==> src/logic/acc_pkg.sv <==
`default_nettype none
package acc_pkg;
  // Register pointer codes
  localparam logic [1:0] ACC_PTR_RESULT = 2'h0;
  localparam logic [1:0] ACC_PTR_CTRL = 2'h1;
  localparam logic [1:0] ACC_PTR_LOWER = 2'h2;
  localparam logic [1:0] ACC_PTR_UPPER = 2'h3;
  // Reset values
  localparam logic [15:0] ACC_CTRL_RST = 16'h8583;
  localparam logic [15:0] ACC_LOWER_RST = 16'h8000;
  localparam logic [15:0] ACC_UPPER_RST = 16'h7fff;
  localparam logic [15:0] ACC_RESULT_RST = 16'h0000;
  // Control word field positions
  localparam int ACC_START_BIT = 15;
  localparam int ACC_MODE_BIT = 8;
  localparam int ACC_WINDOW_BIT = 4;
  localparam int ACC_POL_BIT = 3;
  localparam int ACC_LATCH_BIT = 2;
  localparam logic [1:0] ACC_QUEUE_OFF = 2'h3;
  // Ready pulse width and clock period in ns, rounded up to clocks
  localparam int ACC_RDY_PULSE_NS = 25;
  localparam int ACC_CLK_NS = 25;
  localparam int ACC_RDY_PULSE_CYC = (ACC_RDY_PULSE_NS + ACC_CLK_NS - 1) / ACC_CLK_NS;

  // Control word fields
  typedef struct packed {
    logic status_start_bit;
    logic [2:0] input_pair_select;
    logic [2:0] gain_range_select;
    logic single_shot;
    logic [2:0] rate_select;
    logic window_mode;
    logic alert_polarity;
    logic alert_latch_enable;
    logic [1:0] alert_queue_depth;
  } acc_ctrl_t;

  // Register access request from the serial bus front end
  typedef struct packed {
    logic wr;
    logic rd_result;
    logic [1:0] ptr;
    logic [15:0] wdata;
  } acc_req_t;

  // Finished conversion from the converter core
  typedef struct packed {
    logic done;
    logic [11:0] code;
  } acc_conv_t;
endpackage
`default_nettype wire

==> src/logic/acc_regs.sv <==
`timescale 1ns/1ps
`default_nettype none
// Contract
// - Start bit written one in power-down launches one conversion; else ignored.
// - Start bit reads zero while converting, one while idle.
// - Bits 14:12 select input pair, default 000.
// - Bits 11:9 select full-scale gain range, default 010.
// - Bit 8: zero continuous, one single-shot (default).
// - Bits 7:5 select rate, default 100.
// - Comparator type: zero traditional hysteresis, one window.
// - Polarity: zero active-low alert, one active-high.
// - Non-latching alert releases when results return within limits; traditional mode here releases only below the lower limit.
// - Latched alert holds until result read or alert response won.
// - Queue 11 disables comparator, pin driven high; ready use here overrides it and still drives the pin as ready indicator.
// - Queue 00/01/10 assert after one/two/four successive exceedances.
// - Limits are 16-bit twos complement, compared digitally with results.
// - Low four limit bits ignored in comparison.
// - Upper MSB one and lower MSB zero selects ready-indicator use.
// - Ready use: follow status in single-shot, pulse per conversion continuous.
// - Pointer low bits select result, control, lower, upper.
// - Result holds 12-bit code in 15:4, low bits zero, cleared at reset.
module acc_regs
  import acc_pkg::*;
(
  input wire logic mclk_in, // System clock
  input wire logic sys_rst_in, // Async reset, active high
  input wire acc_pkg::acc_req_t req_in, // Register access strobe
  input wire logic [1:0] rd_ptr_in, // Pointer for read data
  output logic [15:0] rd_data_out, // Register read data
  input wire acc_pkg::acc_conv_t conv_in, // Conversion finished
  input wire logic alert_resp_won_in, // Alert response won pulse
  output logic conv_start_out, // Launch one conversion
  output logic converting_out, // Conversion in progress
  output logic [2:0] input_pair_select_out, // Input pair
  output logic [2:0] gain_range_select_out, // Gain range
  output logic continuous_out, // Continuous mode
  output logic [2:0] rate_select_out, // Rate code
  output logic alert_pin_out // Alert/ready pin level
);
  import acc_pkg::*;

  acc_ctrl_t ctrl_q;
  logic [15:0] lower_q;
  logic [15:0] upper_q;
  logic [15:0] result_q;
  logic busy_q;
  logic start_q;
  logic alert_q;
  logic [2:0] hits_q;
  logic rdy_pulse_q;
  logic hyst_q;

  logic wr_ctrl;
  logic powered_down;
  logic signed [11:0] res_s;
  logic signed [11:0] up_s;
  logic signed [11:0] lo_s;
  logic above;
  logic below;
  logic outside;
  logic ready_use;
  logic alert_active;

  // Successive exceedance count needed per queue code
  function automatic logic [2:0] acc_queue_need(input logic [1:0] q);
    case (q)
      2'h0: acc_queue_need = 3'h1;
      2'h1: acc_queue_need = 3'h2;
      2'h2: acc_queue_need = 3'h4;
      default: acc_queue_need = 3'h7;
    endcase
  endfunction

  assign wr_ctrl = req_in.wr && (req_in.ptr == ACC_PTR_CTRL);
  // Start pulse in flight counts as busy, so a back-to-back start is refused
  assign powered_down = ctrl_q.single_shot && !busy_q && !start_q;

  // Control word; start bit written one only launches in power-down
  always_ff @(posedge mclk_in or posedge sys_rst_in)
  begin
    if (sys_rst_in)
    begin
      ctrl_q <= acc_ctrl_t'(ACC_CTRL_RST);
    end
    else if (wr_ctrl)
    begin
      ctrl_q <= acc_ctrl_t'(req_in.wdata);
      ctrl_q.status_start_bit <= 1'b0;
    end
  end

  // Start pulse to the converter
  always_ff @(posedge mclk_in or posedge sys_rst_in)
  begin
    if (sys_rst_in)
    begin
      start_q <= 1'b0;
    end
    else
    begin
      start_q <= wr_ctrl && req_in.wdata[ACC_START_BIT] && powered_down;
    end
  end

  // Busy tracking: single-shot busy from start to done, continuous always
  always_ff @(posedge mclk_in or posedge sys_rst_in)
  begin
    if (sys_rst_in)
    begin
      busy_q <= 1'b0;
    end
    else if (start_q)
    begin
      busy_q <= 1'b1;
    end
    else if (conv_in.done && ctrl_q.single_shot)
    begin
      busy_q <= 1'b0;
    end
    else if (!ctrl_q.single_shot)
    begin
      busy_q <= 1'b1;
    end
  end

  // Limit registers
  always_ff @(posedge mclk_in or posedge sys_rst_in)
  begin
    if (sys_rst_in)
    begin
      lower_q <= ACC_LOWER_RST;
      upper_q <= ACC_UPPER_RST;
    end
    else if (req_in.wr)
    begin
      if (req_in.ptr == ACC_PTR_LOWER)
      begin
        lower_q <= req_in.wdata;
      end
      if (req_in.ptr == ACC_PTR_UPPER)
      begin
        upper_q <= req_in.wdata;
      end
    end
  end

  // Conversion result, low nibble zero
  always_ff @(posedge mclk_in or posedge sys_rst_in)
  begin
    if (sys_rst_in)
    begin
      result_q <= ACC_RESULT_RST;
    end
    else if (conv_in.done)
    begin
      result_q <= {conv_in.code, 4'h0};
    end
  end

  // Comparison on upper twelve bits only
  assign res_s = signed'(conv_in.code);
  assign up_s = signed'(upper_q[15:4]);
  assign lo_s = signed'(lower_q[15:4]);
  assign above = res_s > up_s;
  assign below = res_s < lo_s;
  assign outside = above || below;
  assign ready_use = upper_q[15] && !lower_q[15];

  // Hysteresis state of the traditional comparator
  always_ff @(posedge mclk_in or posedge sys_rst_in)
  begin
    if (sys_rst_in)
    begin
      hyst_q <= 1'b0;
    end
    else if (conv_in.done)
    begin
      if (above)
      begin
        hyst_q <= 1'b1;
      end
      else if (below)
      begin
        hyst_q <= 1'b0;
      end
    end
  end

  // Successive exceedance queue and alert state
  always_ff @(posedge mclk_in or posedge sys_rst_in)
  begin
    if (sys_rst_in)
    begin
      hits_q <= 3'h0;
      alert_q <= 1'b0;
    end
    else if (ctrl_q.alert_queue_depth == ACC_QUEUE_OFF || ready_use)
    begin
      hits_q <= 3'h0;
      alert_q <= 1'b0;
    end
    else if (conv_in.done)
    begin
      if ((ctrl_q.window_mode ? outside : (above || (hyst_q && !below))) )
      begin
        // Saturated count must still re-arm a latched alert cleared by a read
        if (hits_q >= acc_queue_need(ctrl_q.alert_queue_depth) - 3'h1)
        begin
          alert_q <= 1'b1;
        end
        if (hits_q != 3'h7)
        begin
          hits_q <= hits_q + 3'h1;
        end
      end
      else
      begin
        hits_q <= 3'h0;
        if (!ctrl_q.alert_latch_enable)
        begin
          alert_q <= 1'b0;
        end
      end
    end
    else if (ctrl_q.alert_latch_enable && ((req_in.rd_result) || alert_resp_won_in))
    begin
      alert_q <= 1'b0;
    end
  end

  // Ready pulse per conversion in continuous mode
  always_ff @(posedge mclk_in or posedge sys_rst_in)
  begin
    if (sys_rst_in)
    begin
      rdy_pulse_q <= 1'b0;
    end
    else
    begin
      rdy_pulse_q <= conv_in.done && !ctrl_q.single_shot;
    end
  end

  // Pin level: ready use, disabled high, else alert with polarity
  always_comb
  begin
    if (ready_use)
    begin
      alert_active = ctrl_q.single_shot ? !busy_q : rdy_pulse_q;
    end
    else
    begin
      alert_active = alert_q;
    end
  end

  always_ff @(posedge mclk_in or posedge sys_rst_in)
  begin
    if (sys_rst_in)
    begin
      alert_pin_out <= 1'b1;
    end
    else if (!ready_use && ctrl_q.alert_queue_depth == ACC_QUEUE_OFF)
    begin
      alert_pin_out <= 1'b1;
    end
    else
    begin
      alert_pin_out <= ctrl_q.alert_polarity ? alert_active : !alert_active;
    end
  end

  // Read mux; start bit shows idle state
  always_ff @(posedge mclk_in or posedge sys_rst_in)
  begin
    if (sys_rst_in)
    begin
      rd_data_out <= 16'h0000;
    end
    else
    begin
      case (rd_ptr_in)
        ACC_PTR_RESULT: rd_data_out <= result_q;
        ACC_PTR_CTRL: rd_data_out <= {!busy_q, ctrl_q[14:0]};
        ACC_PTR_LOWER: rd_data_out <= lower_q;
        ACC_PTR_UPPER: rd_data_out <= upper_q;
        default: rd_data_out <= 16'h0000;
      endcase
    end
  end

  assign conv_start_out = start_q;
  assign converting_out = busy_q;
  assign input_pair_select_out = ctrl_q.input_pair_select;
  assign gain_range_select_out = ctrl_q.gain_range_select;
  assign continuous_out = !ctrl_q.single_shot;
  assign rate_select_out = ctrl_q.rate_select;
endmodule
`default_nettype wire

==> config.mk <==
export PLATFORM = sky130hd
export DESIGN_NAME = acc_regs
export DESIGN_NICKNAME = d
export VERILOG_FILES = /design/src/logic/acc_pkg.sv /design/src/logic/acc_regs.sv
export SDC_FILE = /design/constraint.sdc
export NUM_CORES = 1
export LEC_CHECK = 0
export ABC_CLOCK_PERIOD_IN_PS = 4200
export BUFFER_PORTS_ARGS = -buffer_cell sky130_fd_sc_hd__buf_2
export CORE_MARGIN = 2
export CORE_UTILIZATION = 36
export CTS_CLUSTER_SIZE = 24
export DETAILED_ROUTE_END_ITERATION = 8
export PLACE_DENSITY = 0.63
export SLEW_MARGIN = 20
export SYNTH_ARGS = -nofsm -noshare
export SYNTH_HDL_FRONTEND = slang
export SYNTH_SLANG_ARGS = --single-unit
==> constraint.sdc <==
create_clock -name mclk_in -period 4.2 [get_ports mclk_in]
set_input_delay 0.84 -clock mclk_in [delete_from_list [all_inputs] [get_ports mclk_in]]
set_output_delay 0.84 -clock mclk_in [all_outputs]
set_load 0.005 [all_outputs]
* Yosys cells after proc, flatten, opt, wreduce, memory -nomap -nowiden
Index checks and enable logic that the tools add are counted.
Word-level totals: register bits after elaboration 84, input bits 38, logic and storage cells 95
Operators by class: add/subtract/negate cells 2, $lt $le $gt $ge 3, equal/unequal tests 14, muxes and demuxes 25, reduce and logical (&&, ||, !) cells 32
Operators with widths (count):
- 16-bit one-hot mux with 4 select lines | 1
- 3-bit 2-to-1 mux | 7
- 1-bit 2-to-1 mux | 16
- 2-bit == test (second input constant) | 6
- 12-bit greater-than comparator | 1
- 12-bit less-than comparator | 1
- 1-bit logical AND | 11
- 3-bit one-hot mux with 3 select lines | 1
- 2-bit AND reduction | 4
- 1-bit logical NOT | 7
- 2-bit by 1-bit == test with 1-bit output (second input constant) | 3
- 2-bit logical NOT | 2
- 1-bit logical OR | 4
- 4-bit by 2-bit != test with 1-bit output (second input constant) | 1
- 4-bit by 3-bit != test with 1-bit output (second input constant) | 1
- 2-bit nonzero test | 2
- 3-bit by 1-bit adder with 3-bit output (second input constant) | 1
- 3-bit >= comparator | 1
- 3-bit by 1-bit != test with 1-bit output (second input constant) | 1
- 3-bit by 2-bit != test with 1-bit output (second input constant) | 1
- 3-bit != test (second input constant) | 1
- 3-bit AND reduction | 1
- 3-bit nonzero test | 1
- 3-bit by 1-bit subtractor with 3-bit output (second input constant) | 1

* Depth between registers and ports, before layout
word-level depth 14, depth in mapped cells 9

* Worst setup path before layout
No wires, ideal clock.
path kind input to register, from input port conv_in[7] in the netlist's numbering, to register hits_q[1], setup time 0.107 ns, data arrival time 2.418 ns, setup slack 1.675 ns, stages 7, cells stage by stage ha_1 a21oi_1 o21a_1 o221ai_2 or3_1 and3_4 a2111oi_4
On the way: word-level cells in the longest chain between the ends 8
Ends and longest elaborated chain:
- start, declared | line acc_regs.sv:30 | input wire acc_pkg::acc_conv_t conv_in,
- 12-bit less-than comparator | line acc_regs.sv:165 | assign below = res_s < lo_s;
- 1-bit logical NOT | line acc_regs.sv:204 | if ((ctrl_q.window_mode ? outside : (above || (hyst_q && !below))) )
- 1-bit logical AND | line acc_regs.sv:204
- 1-bit logical OR | line acc_regs.sv:204
- 1-bit 2-to-1 mux * | line acc_regs.sv:204
- 3-bit 2-to-1 mux | line acc_regs.sv:204
- 3-bit 2-to-1 mux | line acc_regs.sv:202 | else if (conv_in.done)
- 3-bit 2-to-1 mux | line acc_regs.sv:197 | else if (ctrl_q.alert_queue_depth == ACC_QUEUE_OFF || ready_use)
- end signal, assigned | line acc_regs.sv:213 | hits_q <= hits_q + 3'h1;
- end, declared | line acc_regs.sv:49 | logic [2:0] hits_q;
Every way passes the cells marked *; elsewhere a longest branch is shown, timed or not. The select of a mux whose other input is x is not followed. A chain may end at the register's enable or synchronous reset.

* Worst setup path in the final report
from input port conv_in[9] in the netlist's numbering, to register hits_q[0]
The elaborated chain is that of the path after synthesis.

==> impl_metrics.yaml <==
run_status:
  status: "finished clean"
placed_design:
  gp_congestion: 0.771
  dp_cells: 520
  dp_hpwl_um: 6500
  io_buffer_count: 66
  pre_cts_slack_ns: 1.37
setup_path:
  cp_slowest_cell: "a2111oi_0"
  cpMostUsedCell: "o21ai_0"
  worstSetupStartpointType: "primary input"
  critPathKind: "primary input to flip-flop"
  path_cells: "buf_2 -> ha_1 -> a21o_1 -> a2111oi_0 -> o21ai_0 -> o21ai_0 -> and3_4 -> o22ai_1"
  worstPathArrival_ns: 2.66
  r2r_setup_slack_ns: 1.78
  critPathMaxStageDelay_ns: 0.40
  worstSetupEndpointType: "flip-flop"
  crit_fanout: 3
  crit_required_ns: 4.41
global_routing:
  antenna_found_initial: 0
  overflow: 0
  track_usage: 0.151
  grt_pass1_wl_um: 14900
  grt_pass1_vias: 2811
  grt_max_degree: 64
sta:
  final.setup.tns_ns: 0
  setup_viol_count_final: 0
  relSlewSlack: 0.347
  worstMarginPinSlew_ns: 0.977
  postLayoutSetupSlackWorst_ns: 1.75
  fin_crit_ns: 2.45
  fmax_mhz: 408
  hold_slack_ns: 0.471
  skew_ns: 0.0100
  final_hold_viol_count: 0
  rsz0062_at_grt: "no"
  slew_viol_final: 0
  period_share: 0.584
final_layout:
  drive_gt1_frac: 0.477
  fin_nets: 454
  stdcell_count: 537
  area_growth_pct: 16.7
  antenna_cells: 0
detailed_routing:
  antenna_left: 0
  vias_per_cell: 5.05
  drc_errors: 0
  drt-pass1-iter-count: 6
  wl_um: 9020
  drt_iter0_markers: 104
  num_vias: 2713
  wl_per_cell_um: 16.8
logic_synthesis:
  syn-instance-count: 325
  ys_async_sr_fraction: 1.00
  synth.top_cells.by_count: "62 x dfrtp_1, 62 x mux2_2, 33 x inv_1"
  yosysTopAreaCell: "dfrtp_1"
  syn_nets: 394
  synth_seq_area_share: 0.491
  synth_edf_count: 0
  syn_area_um2: 4340
  yosys.cell_types.count: 51
  ys_seq_elements: 84
  ys_warn_count: 0
  yosys.area.top_type_share: 0.358
  synth_flop_cell: "dfrtp_1"
  ys_top_cells_by_area: "dfrtp_1 36%, mux2_2 16%, dfstp_2 13%"
  avgSynthCellArea_um2: 13.3
cts:
  cts_tree: "yes"
  ctsHoldBuffers: 0
  clockRootBuffer: "clkbuf_16"
  post_cts_resized: 0
  cts_sinks: 84
  cts_setup_buffers: 0
  cts.path.max_buffers: 2
  cts_made_buffers: 9
  clk_latency_ns: 0.34
  path_clk_slew_ns: 0.06
  h-tree-depth: 3
worst_hold_path:
  hold_class: "flip-flop to flip-flop"
power_and_ir_drop:
  ir_worst_vdd_mv: 0.205
  leakagePower_nw: 2.33
  powerDensity_nw_per_um2: 495
floorplan:
  die_w_um: 114
  core_area_um2: 11900
  initial_utilization: 0.366
  die_y_um: 114
  io_pins: 67
  rows: 40
  die_area_um2: 12900
flow_run:
  cap_viol_max_count: 0
cell usage in the layout, fill, tap and decap left out, drive strengths merged, types with 2 or more instances in the layout:
cell type and instances:
a22o 4, inv 32, nand2 10, clkbuf 13, ha 31, a21o 2, o31ai 2, mux2 62
nor3 3, buf 68, a21boi 2, o21ai 8, a22oi 2, clkinv 2, mux4 12, a2111oi 3
o21a 3, o211ai 2, a21oi 9, nand4 2, bufinv 2, mux2i 4, nor2 6, dfrtp 62
nor2b 2, dfstp 22, nand3b 2
per-layer routing:
layer | share of wire | global-route usage | routed length (um)
met1 | 0.46 | 0.201 | 4160
met2 | 0.48 | 0.239 | 4300
met3 | 0.042 | 0.0351 | 377
met4 | 0.019 | 0.0626 | 175
met5 | 0 | 0 | 0
per-stage QoR:
step	power [mW]	instance area (um2)	utilization
floorplan	1.53	4340	-
global placement	1.68	4730	0.399
detailed placement	1.70	4740	0.399
CTS	2.54	5040	0.425
global route	2.66	5060	0.426
finish	2.51	5060	0.426
state kept, by name, summed over array words and instances, names as in the netlist:
name,count
rate_select_out,3
alert_q,1
converting_out,1
rdy_pulse_q,1
hits_q,3
rd_data_out,16
alert_pin_out,1
ctrl_q,6
result_q,12
conv_start_out,1
gain_range_select_out,3
lower_q,16
hyst_q,1
input_pair_select_out,3
upper_q,16
report_power, final:
group	leakage [nW]	switching (mW)	total (mW)	internal (mW)
Clock	0.148	0.303	0.824	0.521
Sequential	0.973	0.0991	1.09	0.995
Combinational	1.21	0.276	0.588	0.312
path summary, 6_finish.rpt:
path                                 from             end  depth (start not counted)
max                            conv_in[9]       hits_q[0]                          8
min                        conv_start_out  conv_start_out                          1
max reg2reg                   lower_q[15]       hits_q[2]                          8
min reg2reg                conv_start_out  conv_start_out                          1
max in group asynchronous      sys_rst_in      upper_q[3]                          3
min in group asynchronous      sys_rst_in  rd_data_out[8]                          2
cell type report:
class / instances / area [um2]
Sequential cell: 84 / 2130
Inverter: 33 / 129
Clock inverter: 3 / 65.1
Multi-Input combinational cell: 189 / 1960
Fill cell: 1113 / 6800
Clock buffer: 13 / 240
Tap cell: 147 / 184
Timing Repair Buffer: 68 / 353
logic make-up after synthesis:
kind of cell	Yosys count	share of synthesized area
muxes	78	0.233
buffers and inverters	52	0.0571
xor gates and xnor gates	2	0.00404
DFF	84	0.491
and+or+nand+nor	33	0.0430
AOI/OAI and AO/OA	45	0.0825
adders and majority gates	31	0.0895
critical path: cells and delay by family:
kind,cells,cell delay [ns]
adders and majority gates,1,0.31
buffers and inverters,1,0.12
and+or+nand+nor,1,0.29
AOI/OAI and AO/OA,5,1.09
Power figures use the tool's default switching activity.
